File: src/core/dacdp_regs.svh
// register offsets, field positions, reset values and constants
`ifndef DACDP_REGS_SVH
`define DACDP_REGS_SVH

`define DACDP_ADDR_LOCK_AND_IDENTITY_STATUS 5'h00
`define DACDP_ADDR_CFG1    5'h01
`define DACDP_ADDR_CFG2    5'h02
`define DACDP_ADDR_CFG3    5'h03
`define DACDP_ADDR_FLAGS   5'h04

`define DACDP_RST_CFG1     8'h10
`define DACDP_RST_CFG2     8'hc0
`define DACDP_RST_CFG3     8'h70
`define DACDP_RST_FLAGS    3'h0

`define DACDP_WMASK_CFG1   8'hdf
`define DACDP_WMASK_CFG2   8'hef
`define DACDP_WMASK_CFG3   8'hff

`define DACDP_FLAG_LSB     4
`define DACDP_FLAG_MSB     6
`define DACDP_PLL_BIT      7
`define DACDP_DLL_BIT      6

`define DACDP_PAT_A        16'haaaa
`define DACDP_PAT_B        16'h5555
`define DACDP_DLY_STAGES   3
`define DACDP_SYNC_FLOPS   3

`endif
File: src/core/dacdp_pkg.sv
// types shared by the datapath configuration block
package dacdp_pkg;

  typedef enum logic [1:0] {
    DACDP_MIX_LOW  = 2'b00,
    DACDP_MIX_HIGH = 2'b01,
    DACDP_MIX_POS  = 2'b10,
    DACDP_MIX_NEG  = 2'b11
  } dacdp_mix_t;

  typedef struct packed {
    logic [1:0] out_delay;
    logic       rsvd;
    logic       filter_on;
    logic       core_selftest_on;
    logic [2:0] fifo_offset;
  } dacdp_cfg1_t;

  typedef struct packed {
    logic       twos_comp;
    logic       dual_mode;
    logic       interp_ratio_select;
    logic       rsvd;
    dacdp_mix_t final_mixer_mode;
    dacdp_mix_t mid_mixer_mode;
  } dacdp_cfg2_t;

  typedef struct packed {
    logic       offset_on;
    logic [2:0] err_mask;
    logic       swap_channel_outputs;
    logic       copy_a_to_b;
    logic       soft_sync_bit;
    logic       soft_sync_only;
  } dacdp_cfg3_t;

  typedef struct packed {
    logic [15:0] a;
    logic [15:0] b;
  } dacdp_pair_t;

  typedef struct packed {
    logic       filter_on;
    logic       twos_comp;
    logic       dual_mode;
    logic       interp_ratio_select;
    dacdp_mix_t final_mixer_mode;
    dacdp_mix_t mid_mixer_mode;
  } dacdp_mode_t;

  typedef struct packed {
    logic [2:0] flags;
  } dacdp_flags_t;

  typedef struct packed {
    dacdp_cfg1_t      cfg1;
    dacdp_cfg2_t      cfg2;
    dacdp_cfg3_t      cfg3;
    logic [2:0]       s0;
    logic [2:0]       s1;
    logic [2:0]       s2;
    logic [2:0]       lvl;
    logic             sync_prev;
    logic             load;
    logic             tx_en;
    dacdp_pair_t [2:0] pipe;
    dacdp_pair_t      out;
    logic [7:0]       rdata;
  } dacdp_state_t;

endpackage : dacdp_pkg

File: src/core/dacdp_cfg_regs.sv
// datapath control and status registers with routing and sync logic
`timescale 1ns/1ps
`include "dacdp_regs.svh"

module dacdp_cfg_regs #(
  // arbitrary values, not tied to any part
  parameter logic [2:0] PART_IDENT_FIELD = 3'h5,
  parameter logic [1:0] REG_SET_REVISION = 2'h0
) (
  input  wire logic                 clk,
  input  wire logic                 sys_rst,
  input  wire logic                 clk_en,
  input  wire logic                 reg_wr,
  input  wire logic                 reg_rd,
  input  wire logic [4:0]           reg_addr,
  input  wire logic [7:0]           reg_wdata,
  output logic      [7:0]           reg_rd_data,
  input  wire logic                 pll_locked,
  input  wire logic                 dll_locked,
  input  wire logic                 sync_pin_level,
  input  wire logic                 fifo_sync_disable,
  input  wire logic [12:0]          chan_a_offset_value,
  input  wire logic [12:0]          chan_b_offset_value,
  input  wire dacdp_pkg::dacdp_pair_t samp_in,
  input  wire logic                 fifo_word_valid,
  input  wire logic [15:0]          fifo_word,
  input  wire logic                 selftest_failed,
  input  wire logic                 fifo_overrun,
  output dacdp_pkg::dacdp_mode_t    mode,
  output logic                      core_selftest_on,
  output logic      [2:0]           fifo_ptr_offset,
  output logic                      fifo_offset_load,
  output logic                      tx_enable,
  output logic                      serial_out_pin,
  output logic                      serial_out_drive,
  output logic      [15:0]          converter_chan_a,
  output logic      [15:0]          converter_chan_b
);

  dacdp_pkg::dacdp_state_t st;
  dacdp_pkg::dacdp_state_t next_st;

  logic [2:0]             flags;
  logic                   wr_flags;
  logic                   pat_evt;
  logic                   eff_sync;
  logic                   sync_rise;
  logic [7:0]             lock_and_identity_status;
  dacdp_pkg::dacdp_pair_t fmt;
  dacdp_pkg::dacdp_pair_t offs;
  dacdp_pkg::dacdp_pair_t routed;

  assign wr_flags = reg_wr && (reg_addr == `DACDP_ADDR_FLAGS);

  // checkerboard compare on every valid fifo word
  assign pat_evt = fifo_word_valid
                && (fifo_word != `DACDP_PAT_A)
                && (fifo_word != `DACDP_PAT_B);

  dacdp_err_flags u_flags (
    .clk      (clk),
    .sys_rst  (sys_rst),
    .clk_en   (clk_en),
    .set_evt  ({selftest_failed, fifo_overrun, pat_evt}),
    .mask     (st.cfg3.err_mask),
    .clr_wr   (wr_flags),
    .clr_data (reg_wdata[`DACDP_FLAG_MSB:`DACDP_FLAG_LSB]),
    .flags    (flags)
  );

  // sync source selection
  always_comb begin
    if (st.cfg3.soft_sync_only) begin
      eff_sync = st.cfg3.soft_sync_bit;
    end else begin
      eff_sync = st.cfg3.soft_sync_bit | st.lvl[2];
    end
  end

  assign sync_rise = eff_sync && !st.sync_prev;

  assign lock_and_identity_status = {st.lvl[0], st.lvl[1], 1'b0,
                    PART_IDENT_FIELD, REG_SET_REVISION};

  // input format, offset and routing
  always_comb begin
    fmt = samp_in;
    if (!st.cfg2.twos_comp) begin
      fmt.a[15] = ~samp_in.a[15];
      fmt.b[15] = ~samp_in.b[15];
    end
    offs = fmt;
    if (st.cfg3.offset_on) begin
      offs.a = fmt.a + {{3{chan_a_offset_value[12]}},
                        chan_a_offset_value};
      offs.b = fmt.b + {{3{chan_b_offset_value[12]}},
                        chan_b_offset_value};
    end
    routed = offs;
    if (st.cfg3.swap_channel_outputs) begin
      routed.a = offs.b;
      routed.b = offs.a;
    end
    if (st.cfg3.copy_a_to_b) begin
      routed.b = routed.a;
    end
  end

  always_comb begin
    next_st = st;
    // pin inputs: three flops, level moves when last two agree
    next_st.s0 = {sync_pin_level, dll_locked, pll_locked};
    next_st.s1 = st.s0;
    next_st.s2 = st.s1;
    next_st.lvl = (~(st.s1 ^ st.s2) & st.s2)
                | ((st.s1 ^ st.s2) & st.lvl);
    next_st.sync_prev = eff_sync;
    next_st.tx_en = eff_sync;
    next_st.load = sync_rise && !fifo_sync_disable;
    // output delay line
    next_st.pipe[0] = routed;
    next_st.pipe[1] = st.pipe[0];
    next_st.pipe[2] = st.pipe[1];
    if (st.cfg1.out_delay == 2'h0) begin
      next_st.out = routed;
    end else begin
      next_st.out = st.pipe[st.cfg1.out_delay - 2'h1];
    end
    // register writes
    if (reg_wr) begin
      unique case (reg_addr)
        `DACDP_ADDR_CFG1: begin
          next_st.cfg1 = reg_wdata & `DACDP_WMASK_CFG1;
        end
        `DACDP_ADDR_CFG2: begin
          next_st.cfg2 = reg_wdata & `DACDP_WMASK_CFG2;
        end
        `DACDP_ADDR_CFG3: begin
          next_st.cfg3 = reg_wdata & `DACDP_WMASK_CFG3;
        end
        default: begin
          next_st.cfg1 = st.cfg1;
        end
      endcase
    end
    // register reads, unmapped reads return zero
    if (reg_rd) begin
      unique case (reg_addr)
        `DACDP_ADDR_LOCK_AND_IDENTITY_STATUS: next_st.rdata = lock_and_identity_status;
        `DACDP_ADDR_CFG1:    next_st.rdata = st.cfg1;
        `DACDP_ADDR_CFG2:    next_st.rdata = st.cfg2;
        `DACDP_ADDR_CFG3:    next_st.rdata = st.cfg3;
        `DACDP_ADDR_FLAGS: begin
          next_st.rdata = 8'h00;
          next_st.rdata[`DACDP_FLAG_MSB:`DACDP_FLAG_LSB] = flags;
        end
        default:             next_st.rdata = 8'h00;
      endcase
    end
  end

  always_ff @(posedge clk) begin
    if (sys_rst) begin
      st           <= '0;
      st.cfg1      <= `DACDP_RST_CFG1;
      st.cfg2      <= `DACDP_RST_CFG2;
      st.cfg3      <= `DACDP_RST_CFG3;
    end else if (clk_en) begin
      st <= next_st;
    end
  end

  assign reg_rd_data              = st.rdata;
  assign mode.filter_on           = st.cfg1.filter_on;
  assign mode.twos_comp           = st.cfg2.twos_comp;
  assign mode.dual_mode           = st.cfg2.dual_mode;
  assign mode.interp_ratio_select = st.cfg2.interp_ratio_select;
  assign mode.final_mixer_mode    = st.cfg2.final_mixer_mode;
  assign mode.mid_mixer_mode      = st.cfg2.mid_mixer_mode;
  assign core_selftest_on         = st.cfg1.core_selftest_on;
  assign fifo_ptr_offset          = st.cfg1.fifo_offset;
  assign fifo_offset_load         = st.load;
  assign tx_enable                = st.tx_en;
  assign serial_out_drive         = st.cfg1.core_selftest_on;
  assign serial_out_pin           = flags[2];
  assign converter_chan_a         = st.out.a;
  assign converter_chan_b         = st.out.b;

  // checks

  a_pll_status_read: assert property (
    @(posedge clk) disable iff (sys_rst)
    clk_en && reg_rd && reg_addr == `DACDP_ADDR_LOCK_AND_IDENTITY_STATUS
    |=> reg_rd_data[`DACDP_PLL_BIT] == $past(st.lvl[0]))
    else $error("pll lock bit wrong on read");

  a_dll_status_read: assert property (
    @(posedge clk) disable iff (sys_rst)
    clk_en && reg_rd && reg_addr == `DACDP_ADDR_LOCK_AND_IDENTITY_STATUS
    |=> reg_rd_data[`DACDP_DLL_BIT] == $past(st.lvl[1]))
    else $error("dll lock bit wrong on read");

  a_ident_fixed: assert property (
    @(posedge clk) disable iff (sys_rst)
    clk_en && reg_rd && reg_addr == `DACDP_ADDR_LOCK_AND_IDENTITY_STATUS
    |=> reg_rd_data[4:0] == {PART_IDENT_FIELD, REG_SET_REVISION})
    else $error("identity fields changed");

  a_delay_two: assert property (
    @(posedge clk) disable iff (sys_rst)
    clk_en && st.cfg1.out_delay == 2'h2 && $stable(st.cfg1)
    |=> {converter_chan_a, converter_chan_b} == $past(st.pipe[1]))
    else $error("output delay not applied");

  a_offset_load: assert property (
    @(posedge clk) disable iff (sys_rst)
    clk_en && sync_rise && !fifo_sync_disable
    |=> fifo_offset_load)
    else $error("fifo offset not reloaded on sync");

  a_sync_disable: assert property (
    @(posedge clk) disable iff (sys_rst)
    clk_en && fifo_sync_disable |=> !fifo_offset_load)
    else $error("offset reloaded while disabled");

  a_soft_only: assert property (
    @(posedge clk) disable iff (sys_rst)
    clk_en && st.cfg3.soft_sync_only
    |=> tx_enable == $past(st.cfg3.soft_sync_bit))
    else $error("pins not ignored in soft-only mode");

  a_swap_path: assert property (
    @(posedge clk) disable iff (sys_rst)
    clk_en && st.cfg3.swap_channel_outputs && !st.cfg3.copy_a_to_b
    |=> st.pipe[0].a == $past(offs.b) && st.pipe[0].b == $past(offs.a))
    else $error("swap not applied");

  a_copy_path: assert property (
    @(posedge clk) disable iff (sys_rst)
    clk_en |=> st.pipe[0].b == st.pipe[0].a
            || !$past(st.cfg3.copy_a_to_b))
    else $error("copy not applied");

  a_pattern_set: assert property (
    @(posedge clk) disable iff (sys_rst)
    clk_en && pat_evt && !st.cfg3.err_mask[0] |=> flags[0])
    else $error("pattern mismatch not flagged");

  a_mask_blocks: assert property (
    @(posedge clk) disable iff (sys_rst)
    clk_en && st.cfg3.err_mask[1] && !flags[1] |=> !flags[1])
    else $error("masked fifo flag was set");

  a_sticky_hold: assert property (
    @(posedge clk) disable iff (sys_rst)
    clk_en && flags[2] && !(wr_flags && !reg_wdata[6]) |=> flags[2])
    else $error("sticky flag lost");

  a_serial_out: assert property (
    @(posedge clk) disable iff (sys_rst)
    clk_en && selftest_failed && !st.cfg3.err_mask[2]
    |=> serial_out_pin)
    else $error("serial pin not showing self test flag");

  a_delay_zero: assert property (
    @(posedge clk) disable iff (sys_rst)
    clk_en && st.cfg1.out_delay == 2'h0
    |=> {converter_chan_a, converter_chan_b} == $past(routed))
    else $error("zero delay output wrong");

  a_delay_one: assert property (
    @(posedge clk) disable iff (sys_rst)
    clk_en && st.cfg1.out_delay == 2'h1
    |=> {converter_chan_a, converter_chan_b} == $past(st.pipe[0]))
    else $error("one cycle delay output wrong");

  a_delay_three: assert property (
    @(posedge clk) disable iff (sys_rst)
    clk_en && st.cfg1.out_delay == 2'h3
    |=> {converter_chan_a, converter_chan_b} == $past(st.pipe[2]))
    else $error("three cycle delay output wrong");

  a_format_flip: assert property (
    @(posedge clk) disable iff (sys_rst)
    !st.cfg2.twos_comp
    |-> fmt.a[15] != samp_in.a[15] && fmt.b[15] != samp_in.b[15])
    else $error("offset binary not converted");

  a_offset_sum: assert property (
    @(posedge clk) disable iff (sys_rst)
    st.cfg3.offset_on
    |-> offs.a == fmt.a + {{3{chan_a_offset_value[12]}},
                           chan_a_offset_value})
    else $error("channel offset not added");

  a_tx_follow: assert property (
    @(posedge clk) disable iff (sys_rst)
    clk_en |=> tx_enable == $past(eff_sync))
    else $error("transmit enable not following sync");

  a_selftest_set: assert property (
    @(posedge clk) disable iff (sys_rst)
    clk_en && selftest_failed && !st.cfg3.err_mask[2] |=> flags[2])
    else $error("self test failure not flagged");

  a_fifo_set: assert property (
    @(posedge clk) disable iff (sys_rst)
    clk_en && fifo_overrun && !st.cfg3.err_mask[1] |=> flags[1])
    else $error("fifo overrun not flagged");

  a_flag_clear: assert property (
    @(posedge clk) disable iff (sys_rst)
    clk_en && wr_flags && !reg_wdata[5]
    && !(fifo_overrun && !st.cfg3.err_mask[1]) |=> !flags[1])
    else $error("fifo flag not cleared by zero write");

  a_mask_self: assert property (
    @(posedge clk) disable iff (sys_rst)
    clk_en && st.cfg3.err_mask[2] && !flags[2] |=> !flags[2])
    else $error("masked self test flag was set");

  a_cfg1_hold: assert property (
    @(posedge clk) disable iff (sys_rst)
    !(clk_en && reg_wr && reg_addr == `DACDP_ADDR_CFG1)
    |=> $stable(st.cfg1))
    else $error("config one changed without a write");

endmodule : dacdp_cfg_regs

File: src/core/dacdp_err_flags.sv
// sticky error flags with mask gating and write-zero clear
`timescale 1ns/1ps
`include "dacdp_regs.svh"

module dacdp_err_flags (
  input  wire logic       clk,
  input  wire logic       sys_rst,
  input  wire logic       clk_en,
  input  wire logic [2:0] set_evt,
  input  wire logic [2:0] mask,
  input  wire logic       clr_wr,
  input  wire logic [2:0] clr_data,
  output logic      [2:0] flags
);

  dacdp_pkg::dacdp_flags_t st;
  dacdp_pkg::dacdp_flags_t next_st;

  wire [2:0] next_bit;

  // per flag: an unmasked event wins over a same-cycle zero write
  genvar i;
  generate
    for (i = 0; i < 3; i++) begin : g_flag
      assign next_bit[i] = (set_evt[i] && !mask[i])
                        || (st.flags[i]
                            && !(clr_wr && !clr_data[i]));
    end
  endgenerate

  always_comb begin
    next_st       = st;
    next_st.flags = next_bit;
  end

  always_ff @(posedge clk) begin
    if (sys_rst) begin
      st.flags <= `DACDP_RST_FLAGS;
    end else if (clk_en) begin
      st <= next_st;
    end
  end

  assign flags = st.flags;

endmodule : dacdp_err_flags

File: config.mk
export PLATFORM = sky130hd
export DESIGN_NAME = dacdp_cfg_regs
export DESIGN_NICKNAME = d
export VERILOG_FILES = /design/src/core/dacdp_pkg.sv /design/src/core/dacdp_cfg_regs.sv /design/src/core/dacdp_err_flags.sv
export VERILOG_INCLUDE_DIRS = /design/src /design/src/core
export SDC_FILE = /design/constraint.sdc
export NUM_CORES = 1
export LEC_CHECK = 0
export ABC_AREA = 1
export BUFFER_PORTS_ARGS = -buffer_cell sky130_fd_sc_hd__buf_2
export CAP_MARGIN = 20
export CORE_ASPECT_RATIO = 1.25
export CORE_MARGIN = 2
export CORE_UTILIZATION = 30
export DETAILED_ROUTE_END_ITERATION = 10
export PLACE_DENSITY_LB_ADDON = 0.12
export SYNTH_ARGS = -nofsm -noshare
export SYNTH_HDL_FRONTEND = slang
export SYNTH_SLANG_ARGS = --single-unit
File: constraint.sdc
create_clock -name clk -period 3 [get_ports clk]
set_input_delay 0.45 -clock clk [delete_from_list [all_inputs] [get_ports clk]]
set_output_delay 0.45 -clock clk [all_outputs]
set_load 0.03 [all_outputs]
==> summary.md, run 1 <==
The flow ran to the end, and the final reports show no timing, DRC or antenna violations. At the later pin of the worst-skew pair, clock insertion delay measures 0.44 ns. After detailed routing, the number of remaining DRC violations is 0.

The setup path with the least slack is of type reg -> reg. The number of global-route vias before repair came out at 9720. The H-tree depth reported by CTS was 4; the overall overflow remaining after global route was 0.

For the worst setup path, the data required time is 3.29 ns. Count of final setup violators: 0. The height of the die works out to 210.2 um. The run gives 19.62% as the global-route usage over all layers. Max-cap violations in this run came to 0.

The count of antenna diodes in the layout is 0, and the distinct cell type count of the synthesized netlist is 42. The floorplan step set the die width to 169.0 um. The number of input and output port buffers inserted is 154. Setup repair after global routing left no endpoint under its margin.

Clock tree synthesis selected as its root buffer the cell clkbuf_16. The cell area that synthesis handed to floorplanning was 0.01021 sq mm. TritonCTS built the clock tree. In this run, CTS created clock tree buffers numbering 17.

In the final routed layout, each cell accounts on average for 17.06 um. The initial utilization of the core area, before any placement, comes to 30.39%. The biggest fanout along the worst timing path was 16; the post-synthesis to final-layout area growth was 13.76%. Cells with a size suffix above 1 make up 15.63% of the layout.

The worst register-to-register path has a depth of 7. After routing the design area is 0.01161 sq mm. STA classifies the critical path startpoint as a flip-flop. The run gives 0.8502 as the weighted congestion reported at the end of routability-driven placement. The count of nets left with antenna violations once routing finished came out at 0.

The largest net degree at the start of global routing came out at 68. The endpoint identified for the worst register-to-register timing path is converter_chan_b[6]. After floorplanning, the core was sized to cover 0.03359 sq mm. The tools report the element type at the critical path end as a flip-flop. The number of slew-limit violations in the final report was 0; the final core utilization was 34.57%.

Measured against its own limit, the worst slew margin works out to 53.21%. The final layout contains 1718 nets. The floorplan step defined a die boundary enclosing 0.03553 sq mm. For this run, the top clock speed supported by timing is 451.1 MHz. The tree built by TritonCTS fans out to 175 sinks.

For the final routed database, the setup TNS stands at 0 ns. The run gives 1527 as the post-synthesis instance total. In this run, the number of DRC markers left after iteration 0 of detailed routing was 526. The overall routed net length is 34500 um. The number of setup buffers added after CTS is 0. The share of flip-flops with an asynchronous set or reset came out at 0%. The logs give 2 for the maximum number of buffers from clock root to sink and 0 for the count of hold-fix buffers inserted at cts.

The number of hold-slack violations in the final timing report was 0; the number of enable-type register cells in the synthesized netlist was 0. In this run the worst setup path terminates at converter_chan_b[6]. The leading cell type in the layout, fill and taps excluded is nand2_1. The path class of the tightest hold or removal check is in -> reg. For the number of standard-cell rows in the floorplan, the log shows 75. Setup slack on the critical path of the routed design comes to 0.7833 ns. The run gives 0.01426 ns as the final setup skew. For this design the top-level I/O count stands at 155.

The sequential area share after synthesis was 34.32%. The most used flip-flop cell after synthesis is dfxtp_1. In this run the power density over the cells is 505.6 mW/mm^2.

VDD sags by at most 0.0004218 V. Counting every net in the synthesized netlist gives 1659. Across all register-to-register paths, the minimum setup slack is 0.78 ns.

Routed via count divided by cell count: 4.925. The critical path startpoint was st[154]. OpenSTA, run right after detailed placement, puts the worst setup slack at 0.4630 ns. The average footprint of a synthesized cell was 6.685 sq um; the total power of the final layout was 5872 uW. The initial antenna violation count was 0; the global-route wire length before repair was 54280 um.

At the pin with the least slew margin, the transition time is 0.7013 ns. Once detailed placement completed, the half-perimeter wirelength came to 24750 um. The tools report the warning count from the yosys run as 0.

After filler insertion, the fill cell instance count of the layout stands at 3746. In the layout the commonest cells are nand2_1 (285), dfxtp_1 (174), a21oi_1 (169). The register bit count reported by yosys is 175.

The worst path needs 2.217 ns of the cycle, external delays included. STA puts the critical path data arrival time at 2.50 ns. The post-CTS clock slew at the launch and capture registers of the worst setup and hold paths came out at 0.08 ns.

The routed layout has 9958 vias. The leakage power came out at 0.005443 uW. The first detailed-routing pass took 5 iterations. The final critical path takes up 73.89% of the cycle. In this run, post-CTS repair resized a total of 0 instances.

The startpoint identified for the worst register-to-register timing path is st[154]. The run gives 0.01099 sq mm as the placed cell area.
==> synthesized netlist by cell type, drive strengths merged (2+ instances only) <==
cell	count	area share, %
dfxtp	175	34
a21oi	169	8.3
mux2i	2	0.20
o21ai	162	7.9
or2	22	1.3
buf	76	5.0
nand3	150	7.4
ha	31	3.8
clkbuf	60	2.2
o22ai	5	0.31
a31oi	25	1.5
nand4	8	0.49
nor4	4	0.25
nand2	285	10
xnor2	12	1.0
inv	167	6.1
nand3b	2	0.15
xor2	3	0.33
nor2	113	4.3
and2	3	0.23
nor3	9	0.76
fa	2	0.39
o211ai	36	2.6
==> critical path, cell delays in order, from the launching register on <==
cell and delay (ns):
dfxtp_1 0.34, buf_4 0.23, xor2_2 0.59, inv_2 0.32
nand3_1 0.19, nand3_1 0.17, nand3_1 0.17, a21oi_1 0.08
==> worst min path at each step <==
stage | from | endpoint | slack (ns) | depth (start not counted)
2_1_floorplan | st[106] | st[106] | 0.43 | 2
3_3_place_gp | st[122] | st[122] | 0.45 | 2
3_5_place_dp | st[105] | st[105] | 0.45 | 2
4_1_cts | pll_locked | next_st[145] | 0.22 | 3
5_1_grt | sync_pin_level | next_st[147] | 0.25 | 3
6_report | pll_locked | next_st[145] | 0.23 | 3
==> flip-flops by register name, indices dropped and copies added, names as in the netlist, named ones only <==
| signal | flops |
|---|---|
| mode | 8 |
| fifo_ptr_offset | 3 |
| core_selftest_on | 1 |
| tx_enable | 1 |
| converter_chan_b | 16 |
| converter_chan_a | 16 |
| next_st | 70 |
| fifo_offset_load | 1 |
| st | 45 |
| u_flags.flags | 3 |
| reg_rd_data | 8 |
==> report_power, final <==
group	switching [uW]	total (uW)	leakage (uW)	internal, uW
clock	1160	2370	0.000297	1220
combinational	632	974	0.00370	342
sequential	74.5	2520	0.00144	2450
total	1870	5870	0.00544	4010
==> area by class of cell <==
cell class	count	area, sq um	share of cell area (%)
clock buffer	18	429.2	3.695
clock inverter	14	190.2	1.638
inverter	168	633.1	5.451
multi-input combinational	1048	5339	45.97
sequential	175	3505	30.18
tap	423	529.3	4.557
timing repair buffer	176	988.4	8.511
==> routing by layer <==
layer / share of wire (%) / up-vias / track usage, %
li1: - / 5143 / -
met1: 42 / 4565 / 22.76
met2: 51 / 203 / 35.88
met3: 3.1 / 47 / 2.309
met4: 4.3 / 0 / 9.019
met5: 0 / - / 0
==> metrics by stage <==
step	instances	hold slack, ns
6_report	2022	0.2323
5_1_grt	2022	0.2498
4_1_cts	2022	0.2159
3_5_place_dp	1990	0.4502
3_3_place_gp	1990	0.4486
2_1_floorplan	1527	0.4340
==> logic make-up after synthesis <==
group,Yosys count,synth area share (%)
multiplexers,2,0.1961
buffers and inverters,304,13.41
XOR/XNOR,15,1.361
AO/OA/AOI/OAI,400,20.96
flip-flops,175,34.32
adder cells (fa/ha/maj),33,4.192
AND/OR/NAND/NOR,598,25.57
Power figures use the tool's default switching activity.
==> run 2: changes to the inputs <==
==> constraint.sdc (replaced) <==
create_clock -name clk -period 2.2 [get_ports clk]
set_input_delay 0.33 -clock clk [delete_from_list [all_inputs] [get_ports clk]]
set_output_delay 0.33 -clock clk [all_outputs]
set_load 0.03 [all_outputs]
==> summary.md, run 2 (synthesis results as in run 1) <==
The measured slew at the worst slew-check pin was 0.7291 ns (+0.02776 ns). The global-route wire length before repair was 53810 um (-0.88%). TritonCTS built the clock tree. The logs give 34230 um (-0.79%) for the overall routed net length and 531 (+0.95%) for the detailed router's first-iteration violation count.

The global-route usage over all layers is 19.45% (-0.17 points). STA classifies the critical path endpoint as a flip-flop. The number of ports placed on the die boundary came out at 155 (unchanged). For the first-pass detailed-route iteration total, the log shows 5 (unchanged).

The net switching power is 2543 uW (+36%), and the width of the die is 169.0 um (unchanged). The H-tree depth reported by CTS is 4 (unchanged), and the global routing usage on met3 is 2.159% (-0.15 points). The logs give 41.9% (-1.1 points) for the sequential group share of total power and 2 (unchanged) for the maximum number of buffers from clock root to sink.

From synthesis to final layout, the design area changed by 18.72%. The final core utilization is 36.07% (+1.5 points), and the leakage power is 0.005746 uW (+5.6%). The tools report the initial antenna violation count as 0 (unchanged). The tightest min-delay check is of the in -> reg type. Post-CTS setup repair buffer count: 0 (unchanged).

The count of maximum capacitance violations is 0 (unchanged). The tools report the weighted congestion reported at the end of routability-driven placement as 0.8430 (-0.85%). The run gives 40.4% (about the same) as the portion of total power attributed to the clock network. The flow ran to the end, and the final reports show no timing, DRC or antenna violations. The run gives 22.82% (+0.057 points) as the met1 usage. The tools report the number of standard-cell rows in the floorplan as 75 (unchanged). The remaining antenna violation count after routing was 0 (unchanged); the final setup slack of the worst path was 0.2930 ns (-0.4903 ns). In the layout the commonest cells are nand2_1 (285), dfxtp_1 (174), a21oi_1 (169).

The logs give 0 (unchanged) for the overall overflow remaining after global route and 9828 (+1.1%) for the number of global-route vias before repair. Post-route minimum period: 1.907 ns (-0.3097 ns). The count of final setup violators is 0 (unchanged). The post-route fraction of the period consumed by the critical path was 86.68% (+13 points). The number of flip-flops under the largest register name came out at 70 (unchanged).

The logs give 0 ns (unchanged) for the final-layout setup total negative slack and 0 (unchanged) for the post-cts gate resize count. The number of input and output port buffers inserted was 154 (unchanged). The worst path arrival time came out at 2.20 ns (-0.30 ns). The tools report the estimated wirelength of the detail-placed design as 25020 um (+1.1%). Setup repair after global routing left no endpoint under its margin. The post-CTS clock slew at the launch and capture registers of the worst setup and hold paths was 0.08 ns (about the same); the total power of the final layout was 8215 uW (+40%).

The logs give 2.49 ns (-0.80 ns) for the required arrival time at the worst endpoint and 0 (unchanged) for the count of antenna diodes in the layout. The worst setup path is launched from a flip-flop. The starting utilization of the core area came out at 30.39% (unchanged). The run gives 129 (+90%) as the largest net degree at the start of global routing.

The proportion of layout cells with a drive suffix above 1 was 18.55% (+2.9 points); the number of nets in the layout was 1774 (+3.3%). The tools report the internal power consumption as 5672 uW (+42%). Critical path class: reg -> reg. The leading cell type in the layout, fill and taps excluded was nand2_1.

The total via count after detailed routing is 10150 (+1.9%), and the die outline area is 0.03553 sq mm (unchanged). The logs give 524.4 MHz (+16%) for the top achievable clock speed and 0 (unchanged) for the number of hold-slack violations in the final timing report. Height of the die: 210.2 um (unchanged). The worst hold slack across all endpoints came out at 0.1236 ns (-0.1087 ns). The run gives 35.95% (+0.071 points) as the met2 layer usage reported by global route. The run gives 175 (unchanged) as the clock sink count.

The root buffer cell chosen for the clock tree is clkbuf_16. Detail-routed net length per standard cell: 16.47 um (-3.5%). The final setup skew came out at 0.01367 ns (-0.0005972 ns).

The core area is 0.03359 sq mm (unchanged), and the total power divided by cell area is 677.8 mW/mm^2 (+34%). Worst setup slack after placement: -0.1081 ns (-0.5711 ns). The power share of the combinational group is 17.7% (+1.1 points), and the switching part of the total is 30.95% (-0.81 points). The routed via count divided by cell count came out at 4.883 (-0.86%).

The biggest fanout along the worst timing path is 13 (-3). The number of buffers added by the clock tree synthesis step was 17 (unchanged); the headroom to the max-slew limit was 51.40% (-1.8 points). The count of hold-fix buffers inserted at cts is 0 (unchanged), and the number of slew-limit violations in the final report is 0 (unchanged). The clock latency of the later-clocked register in the worst-skew pair is 0.43 ns (about the same). The post-route DRC violation count is 0 (unchanged), and the worst supply voltage drop on vdd is 0.0003954 V (-6.3%). met2 is the most crowded layer.
==> run 2: cell count changes in the layout (fill, tap and decap cells not counted), sizes merged <==
cell / delta
clkinv: -1
bufinv: +1
clkinvlp: +1
clkbuf: -1
buf: +56
==> run 2: path summary, 6_finish.rpt <==
check	startpoint	slack [ns]	depth (start not counted)	endpoint
worst max-delay path	st[154]	0.29	7	converter_chan_a[2]
worst min-delay path	sync_pin_level	0.12	3	next_st[147]
worst max register to register	st[154]	0.29	7	converter_chan_a[2]
worst min register to register	st[104]	0.46	2	st[104]
==> run 2: per-stage QoR <==
step | cell area, sq um | instances
2_1_floorplan | 10210 | 1527
3_3_place_gp | 11480 | 2046
3_5_place_dp | 11480 | 2046
4_1_cts | 12120 | 2078
5_1_grt | 12120 | 2078
6_report | 12120 | 2078
==> run 2: cell type report <==
cell class / instances / area [sq um]
Fill cell: 3656 / 21480
Multi-Input combinational cell: 1048 / 5339
Sequential cell: 175 / 3505
Timing Repair Buffer: 232 / 1471
Inverter: 168 / 633.1
Tap cell: 423 / 529.3
Clock buffer: 17 / 425.4
Clock inverter: 15 / 216.5
==> run 2: worst max-delay path, cell delays in order (launching register included) <==
cell and delay [ns]:
dfxtp_1 0.38, buf_4 0.23, inv_1 0.19, buf_4 0.24, o21ai_0 0.42, a21oi_1 0.11
o21ai_0 0.11, a21oi_1 0.08
==> run 2: metal layers <==
metal | routed length [um] | vias up | part of all wire, %
met1 | 14590 | 4629 | 43
met3 | 1085 | 44 | 3.2
li1 | - | 5259 | -
met2 | 17410 | 214 | 51
met5 | 0 | - | 0
met4 | 1142 | 0 | 3.3
==> run 2: power groups by stage <==
stage               logic (uW)  clock network [uW]  registers (uW)
floorplan                  962                   0            3480
global placement          1460                   0            3520
detailed placement        1460                   0            3520
CTS                       1470                3410            3440
global route              1630                3540            3460
finish                    1450                3320            3440
